### config.mk
export PLATFORM = sky130hd
export DESIGN_NAME = cfgrb_top
export DESIGN_NICKNAME = d
export VERILOG_FILES = /design/src/cfgrb_pkg.sv /design/src/cfgrb_top.sv
export SDC_FILE = /design/constraint.sdc
export NUM_CORES = 1
export LEC_CHECK = 0
export BUFFER_PORTS_ARGS = -buffer_cell sky130_fd_sc_hd__buf_2
export CAP_MARGIN = 15
export CORE_ASPECT_RATIO = 0.75
export CORE_MARGIN = 5
export CORE_UTILIZATION = 51
export DETAILED_ROUTE_END_ITERATION = 12
export GPL_ROUTABILITY_DRIVEN = 0
export HOLD_SLACK_MARGIN = 0.1
export PLACE_DENSITY = 0.79
export SLEW_MARGIN = 40
export SYNTH_ARGS = -nofsm -noshare
export SYNTH_HDL_FRONTEND = slang
export SYNTH_SLANG_ARGS = --single-unit
### constraint.sdc
create_clock -name core_clk_i -period 1.9 [get_ports core_clk_i]
set_input_delay 0.38 -clock core_clk_i [delete_from_list [all_inputs] [get_ports core_clk_i]]
set_output_delay 0.38 -clock core_clk_i [all_outputs]
set_load 0.01 [all_outputs]
### src/cfgrb_pkg.sv
// constants and carrier types for the configurable registered buffer
// assumes one 100 MHz core clock that stands for the differential clock crossing
// Operation
// - capture inputs on clock rise, drive outputs
// - select pin picks arrangement A or B
// - fanout pin low 22-bit, high 11-bit doubled
// - reset clears register, holds outputs low
// - reset disables receivers, undriven inputs tolerated
// - reset acts without waiting for clock
// - outputs stay low until receivers enabled
// - both chip selects high freeze outputs
// - either chip select low updates outputs
// - reset overrides chip-select gating
// - logic correct up to 450 MHz
// - enable, termination, select outputs never frozen
package cfgrb_pkg;

    // ----------------------------------------
    // widths
    // ----------------------------------------
    localparam int DATA_W = 22;
    localparam int HALF_W = 11;
    localparam int CNT_W = 8;

    // ----------------------------------------
    // reset values
    // ----------------------------------------
    localparam logic [DATA_W-1:0] DATA_RST = 22'h000000;
    localparam logic [HALF_W-1:0] HALF_RST = 11'h000;
    localparam logic [CNT_W-1:0] CNT_RST = 8'h00;
    localparam logic [1:0] SYNC_RST = 2'h0;

    // ----------------------------------------
    // timing
    // ----------------------------------------
    localparam int CLK_MHZ = 100;
    localparam int MAX_CLK_MHZ = 450;
    localparam int RX_EN_NS = 20;
    localparam int RX_EN_RAW = (RX_EN_NS * CLK_MHZ + 999) / 1000;
    localparam int RX_EN_CYCLES = (RX_EN_RAW < 1) ? 1 : RX_EN_RAW;
    localparam logic [CNT_W-1:0] RX_EN_LAST = CNT_W'(RX_EN_CYCLES - 1);

    // ----------------------------------------
    // states and carriers
    // ----------------------------------------
    typedef enum logic [2:0] {
        ST_RESET = 3'h1,
        ST_WAKE = 3'h2,
        ST_RUN = 3'h4
    } cfgrb_state_t;

    typedef struct packed {
        logic cke;
        logic odt;
        logic cs;
    } cfgrb_ctrl_t;

    typedef struct packed {
        logic [DATA_W-1:0] a;
        logic [HALF_W-1:0] b;
        cfgrb_ctrl_t ctrl_a;
        cfgrb_ctrl_t ctrl_b;
    } cfgrb_out_t;

    localparam cfgrb_ctrl_t CTRL_RST = '{cke: 1'b0, odt: 1'b0, cs: 1'b0};

endpackage : cfgrb_pkg

### src/cfgrb_top.sv
// configurable registered buffer: 22-bit one-copy or 11-bit two-copy register
// assumes the controller drives data on core_clk_i and holds reset low at power-up
`timescale 1ns/1ps
`default_nettype none

// ----------------------------------------
// two-flop synchroniser for one level pin
// ----------------------------------------
module cfgrb_sync2 #(
    parameter logic [1:0] RST_VAL = 2'h0
) (
    input wire logic core_clk_i,
    input wire logic rstn_i,
    input wire logic pin_i,
    output logic level_o
);

    logic [1:0] sync_q;

    // only the second stage is read, the first may be metastable
    always_ff @(posedge core_clk_i or negedge rstn_i) begin
        if (!rstn_i) begin
            sync_q <= RST_VAL;
        end else begin
            sync_q <= {sync_q[0], pin_i};
        end
    end

    assign level_o = sync_q[1];

endmodule : cfgrb_sync2

module cfgrb_top (
    input wire logic core_clk_i,
    input wire logic rstn_i,
    input wire logic arrangement_select_pin_i,
    input wire logic fanout_select_pin_i,
    input wire logic primary_chip_select_n_i,
    input wire logic secondary_chip_select_n_i,
    input wire logic clock_enable_in_i,
    input wire logic termination_ctrl_in_i,
    input wire logic [cfgrb_pkg::DATA_W-1:0] buffered_inputs_i,
    output var cfgrb_pkg::cfgrb_out_t gated_outputs_o,
    output logic rx_enabled_o
);

    // ----------------------------------------
    // config pin synchronisers
    // ----------------------------------------
    logic [1:0] cfg_pins;
    wire logic [1:0] cfg_levels;
    logic arr_b;
    logic two_copy;

    assign cfg_pins = {fanout_select_pin_i, arrangement_select_pin_i};

    for (genvar gi = 0; gi < 2; gi++) begin : g_cfg_sync
        cfgrb_sync2 #(
            .RST_VAL(cfgrb_pkg::SYNC_RST)
        ) cfgrb_sync2_inst (
            .core_clk_i(core_clk_i),
            .rstn_i(rstn_i),
            .pin_i(cfg_pins[gi]),
            .level_o(cfg_levels[gi])
        );
    end

    // a mode change reaches the datapath two edges after the pin moves
    assign arr_b = cfg_levels[0];
    assign two_copy = cfg_levels[1];

    // ----------------------------------------
    // receiver wake-up sequence
    // ----------------------------------------
    cfgrb_pkg::cfgrb_state_t state_q;
    logic [cfgrb_pkg::CNT_W-1:0] wake_cnt_q;
    logic rx_en_q;

    // receivers stay off for a fixed settling time after reset is released
    always_ff @(posedge core_clk_i or negedge rstn_i) begin
        if (!rstn_i) begin
            state_q <= cfgrb_pkg::ST_RESET;
            wake_cnt_q <= cfgrb_pkg::CNT_RST;
            rx_en_q <= 1'b0;
        end else begin
            unique case (state_q)
                cfgrb_pkg::ST_RESET: begin
                    state_q <= cfgrb_pkg::ST_WAKE;
                    wake_cnt_q <= cfgrb_pkg::CNT_RST;
                end
                cfgrb_pkg::ST_WAKE: begin
                    if (wake_cnt_q == cfgrb_pkg::RX_EN_LAST) begin
                        state_q <= cfgrb_pkg::ST_RUN;
                        rx_en_q <= 1'b1;
                    end else begin
                        wake_cnt_q <= wake_cnt_q + 8'h01;
                    end
                end
                cfgrb_pkg::ST_RUN: begin
                    rx_en_q <= 1'b1;
                end
                default: begin
                    state_q <= cfgrb_pkg::ST_RESET;
                    rx_en_q <= 1'b0;
                end
            endcase
        end
    end

    logic rx_en;
    assign rx_en = rx_en_q;

    // ----------------------------------------
    // input receivers
    // ----------------------------------------
    logic [cfgrb_pkg::DATA_W-1:0] rx_data;
    logic rx_cke;
    logic rx_odt;
    logic rx_dcs_n;
    logic rx_csr_n;

    // disabled receivers read low, so floating inputs never reach the register
    assign rx_data = rx_en ? buffered_inputs_i : cfgrb_pkg::DATA_RST;
    assign rx_cke = rx_en & clock_enable_in_i;
    assign rx_odt = rx_en & termination_ctrl_in_i;
    assign rx_dcs_n = rx_en & primary_chip_select_n_i;
    assign rx_csr_n = rx_en & secondary_chip_select_n_i;

    // ----------------------------------------
    // output register
    // ----------------------------------------
    logic freeze;
    logic [cfgrb_pkg::HALF_W-1:0] half_sel;
    cfgrb_pkg::cfgrb_ctrl_t ctrl_new;
    logic [cfgrb_pkg::DATA_W-1:0] a_q;
    logic [cfgrb_pkg::HALF_W-1:0] b_q;
    cfgrb_pkg::cfgrb_ctrl_t ctrl_a_q;
    cfgrb_pkg::cfgrb_ctrl_t ctrl_b_q;

    assign freeze = rx_dcs_n & rx_csr_n;
    assign half_sel = arr_b ? rx_data[cfgrb_pkg::DATA_W-1:cfgrb_pkg::HALF_W]
                            : rx_data[cfgrb_pkg::HALF_W-1:0];
    assign ctrl_new = '{cke: rx_cke, odt: rx_odt, cs: rx_dcs_n};

    // wide data copy: reset clears it without a clock edge and beats the freeze
    always_ff @(posedge core_clk_i or negedge rstn_i) begin
        if (!rstn_i) begin
            a_q <= cfgrb_pkg::DATA_RST;
        end else if (!freeze) begin
            if (two_copy) begin
                a_q <= {{(cfgrb_pkg::DATA_W-cfgrb_pkg::HALF_W){1'b0}}, half_sel};
            end else begin
                a_q <= rx_data;
            end
        end
    end

    // second data copy, only carries data in two-copy mode
    always_ff @(posedge core_clk_i or negedge rstn_i) begin
        if (!rstn_i) begin
            b_q <= cfgrb_pkg::HALF_RST;
        end else if (!freeze) begin
            if (two_copy) begin
                b_q <= half_sel;
            end else begin
                b_q <= cfgrb_pkg::HALF_RST;
            end
        end
    end

    // control bits follow every edge, the chip selects never hold them
    always_ff @(posedge core_clk_i or negedge rstn_i) begin
        if (!rstn_i) begin
            ctrl_a_q <= cfgrb_pkg::CTRL_RST;
        end else begin
            ctrl_a_q <= ctrl_new;
        end
    end

    // second control copy mirrors the first in two-copy mode
    always_ff @(posedge core_clk_i or negedge rstn_i) begin
        if (!rstn_i) begin
            ctrl_b_q <= cfgrb_pkg::CTRL_RST;
        end else if (two_copy) begin
            ctrl_b_q <= ctrl_new;
        end else begin
            ctrl_b_q <= cfgrb_pkg::CTRL_RST;
        end
    end

    assign gated_outputs_o = '{a: a_q, b: b_q, ctrl_a: ctrl_a_q, ctrl_b: ctrl_b_q};
    assign rx_enabled_o = rx_en_q;

endmodule : cfgrb_top
`default_nettype wire

==> results.md <==
### Outcome
• complete, no violations — outcome

### CTS
• 55 — clock net sink count
• 5 — TritonCTS Buffers
• sky130_fd_sc_hd__clkbuf_8 — clock tree root buffer cell
• 0 — setup fix buffers added after clock tree synthesis
• done — clock tree from TritonCTS
• 2 — H-Tree Level Count
• 2 — maximum buffer depth of the clock tree
• 0 — post-CTS resize count
• 0.09 ns — clk slew on worst S/H paths
• 0.31 ns — clock latency at the later pin of the worst-skew pair

### Layout
• 28.80% — layout cell share with drive strength beyond 1
• 2967 um^2 — Design Area, Final
• 340 — final net count
• 65.26% — final core occ
• 21.53% — post-synthesis to final-layout area growth
• 396 — filler cell count
• 0 — n_diodes

### Worst setup path
• 0.53 ns — delay of the slowest critical-path stage
• state_q[2]$_DFFE_PN0P_ — launching element of the worst setup path
• compound AO/OA/AOI/OAI gates — top cell family by delay on the critical path
• nand2b_1 > a211oi_2 > inv_2 > o311ai_1 — worst-path cell chain
• 1 — number of buffers and inverters on the critical path
• 1.80 ns — data arrival at the endpoint of the critical path
• 2.11 ns — critical path required time
• sky130_fd_sc_hd__dfrtp_1 — Slowest-stage cell, CP
• register — kind of capture point of the worst setup path
• 13 — peak fanout along the critical path
• state_q[2]$_DFFE_PN0P_ — reg-to-reg startpoint
• register — nature of the critical path startpoint
• register to register — critical path class

### Worst hold path
• fanout_select_pin_i — hold path startpoint
• input pin to register — Hold/Removal Path Class

### STA
• 0.009049 ns — Clock Skew
• false — setup repair after global routing missed its margin
• 0 ns — Total Neg Setup Slack
• 0 — hold violation count in the final report
• 0.4762 ns — slew at the pin closest to its max-slew limit
• 0 — max-slew violation total from the final report
• 68.11% — worst slew slack as a fraction of its limit
• 0 — final-report setup violation count
• 629.2 MHz — peak clock frequency supported by timing
• 1.589 ns — minimum clock period
• 83.65% — Tcrit/Tclk final
• 0.1769 ns — worst hold slack

### Detailed routing
• 475 um — metal3 WL
• 4 — length of the first detailed-routing pass in iterations
• 0 — final antenna-violating net count
• 0 — DRC
• 5962 um — aggregate routed wire length
• 5.464 — Vias per Instance
• 2733 um — total met2 wirelength after detailed routing
• 16.29 um — mean routed wirelength per cell
• 2675 um — post-route met1 wirelength
• met4 — top layer reached by signal wires
• 2000 — routed vias
• 106 — initial drt markers

### Synth
• 55.36% — share of the synthesized area in the top cell type
• sky130_fd_sc_hd__dfrtp_1 — top_reg_cell synth
• 100.0% — Async SR Flop Fraction
• 0 — number of enable flip-flop cells after synthesis
• 56.43% — share of the yosys chip area belonging to registers
• sky130_fd_sc_hd__dfrtp_1 (54), sky130_fd_sc_hd__nand2_1 (53), sky130_fd_sc_hd__o21ai_0 (31), sky130_fd_sc_hd__mux2i_1 (23), sky130_fd_sc_hd__nand3_1 (15) — commonest cells in the netlist
• 272 — total nets after synthesis
• 240 — post-synthesis instance total
• 55 — number of synthesized register bits
• sky130_fd_sc_hd__dfrtp_1 — top cell type by total area after synthesis
• sky130_fd_sc_hd__dfrtp_1 — leading cell type by number of instances after synthesis
• 10.17 um^2 — average cell area after synthesis
• 0 — yosys warns
• sky130_fd_sc_hd__dfrtp_1 (55%), sky130_fd_sc_hd__mux2i_1 (9.4%), sky130_fd_sc_hd__nand2_1 (8.1%) — cell types occupying the most area after synthesis
• 35 — Unique masters post-synth
• 2441 um^2 — Cell Area, Synth

### Global route
• 1963 — via count of the first global-routing pass
• 9798 um — global-route wire length before repair
• 0 — total overflow reported by the global router
• 34 — maximum number of pins on one net before global-route repair
• 0 — number of antenna violations at the first check in global routing
• 19.07% — Tot GR Track Use

### Run
• 0 — maximum capacitance violations

### Die
• 89.89 um — floorplan die width
• 69.92 um — floorplan die height
• 4546 um^2 — total core area
• 6284 um^2 — die area
• 21 — number of standard-cell rows in the floorplan
• 70 — number of top-level pins
• 53.70% — effective utilization at floorplan

### Placement
• 4482 um — Final HPWL DP
• 2848 um^2 — total placed instance area
• 69 — count of buffers inserted at the top-level ports

### Power and ir drop
• 1.534 nW — Leak Pwr
• 445.4 uV — maximum resistive drop on vdd
• 788.9 nW/um^2 — power per cell area

cell type report:
class / count / area [um^2] / share of cell area, %
flip-flops and latches: 55 / 1378 / 46.44
multi-input cells: 166 / 983.4 / 33.15
repair buffers: 76 / 412.9 / 13.92
clock buffers: 7 / 76.32 / 2.573
well taps: 57 / 71.32 / 2.404
clock inverters: 1 / 30.03 / 1.012
inverters: 4 / 15.01 / 0.5061
logic make-up after synthesis:
group / after synthesis / synth area share [%]
AOI/OAI and AO/OA: 48 / 11.53
xor gates and xnor gates: 1 / 0.3589
adders and majority gates: 2 / 1.025
buffers and inverters: 19 / 3.383
DFF: 55 / 56.43
muxes: 24 / 9.892
and+or+nand+nor: 91 / 17.38
state kept, by name (all words and copies together) (netlist names):
register                            cells
a_q                                    22
rx_enabled_o                            1
b_q                                    11
state_q                                 3
wake_cnt_q                              8
g_cfg_sync.cfgrb_sync2_inst.sync_q      4
gated_outputs_o                         6
repair_timing:
item | 4_1_cts | 5_1_grt
hold buffers | 1 | 0
setup endpoints to repair | 0 | 0
hold endpoints to repair | 11 | 0
worst reg2reg max path, stage by stage (launching register included):
cell and delay, ns:
sky130_fd_sc_hd__dfrtp_1 0.53, sky130_fd_sc_hd__nand2b_1 0.30, sky130_fd_sc_hd__a211oi_2 0.38, sky130_fd_sc_hd__inv_2 0.07
sky130_fd_sc_hd__o311ai_1 0.22
path summary, 6_finish.rpt:
check / end / slack, ns / cells after the start
worst max-delay path: wake_cnt_q[2]$_DFFE_PN0P_ / 0.31 / 4
worst min-delay path: g_cfg_sync[1].cfgrb_sync2_inst.sync_q[0]$_DFF_PN0_ / 0.18 / 1
worst max register to register: wake_cnt_q[2]$_DFFE_PN0P_ / 0.31 / 4
worst min register to register: g_cfg_sync[1].cfgrb_sync2_inst.sync_q[1]$_DFF_PN0_ / 0.35 / 0
max in group asynchronous: state_q[0]$_DFFE_PN1P_ / 0.79 / 3
min in group asynchronous: a_q[3]$_DFFE_PN0N_ / 0.50 / 2
through the flow:
| stage | setup slack [ns] | total power [mW] | cells |
|---|---|---|---|
| floorplan | 0.5402 | 1.435 | 240 |
| global placement | 0.3622 | 1.599 | 357 |
| detailed placement | 0.3154 | 1.610 | 357 |
| CTS | 0.3287 | 2.356 | 366 |
| global route | 0.1791 | 2.435 | 366 |
| finish | 0.3106 | 2.340 | 366 |
layer usage:
| layer | vias to the layer above | GRT usage, % |
|---|---|---|
| li1 | 958 | - |
| met5 | - | 0 |
| met3 | 9 | 5.365 |
| met4 | 0 | 6.612 |
| met2 | 86 | 28.57 |
| met1 | 947 | 26.68 |
cells in the final DEF (no fill, tap or decap), drive strengths merged, types with 2 or more instances in the layout:
cell    Yosys  routed
o211ai      3       3
nand2      53      53
and3        5       5
nand3      15      15
o21ai      33      33
nor2        5       5
or3         2       2
buf         9      75
dfrtp      54      54
o31a        2       2
and2        4       4
clkbuf      6       7
a21oi       4       4
nor3        2       2
inv         4       4
mux2i      23      23
ha          2       2
power by group:
part	internal, mW	total, mW	leakage, nW	switching [mW]
sequential	1.24	1.28	0.685	0.0379
clock	0.395	0.754	0.0524	0.360
combinational	0.127	0.307	0.796	0.181
Power figures use the tool's default switching activity.
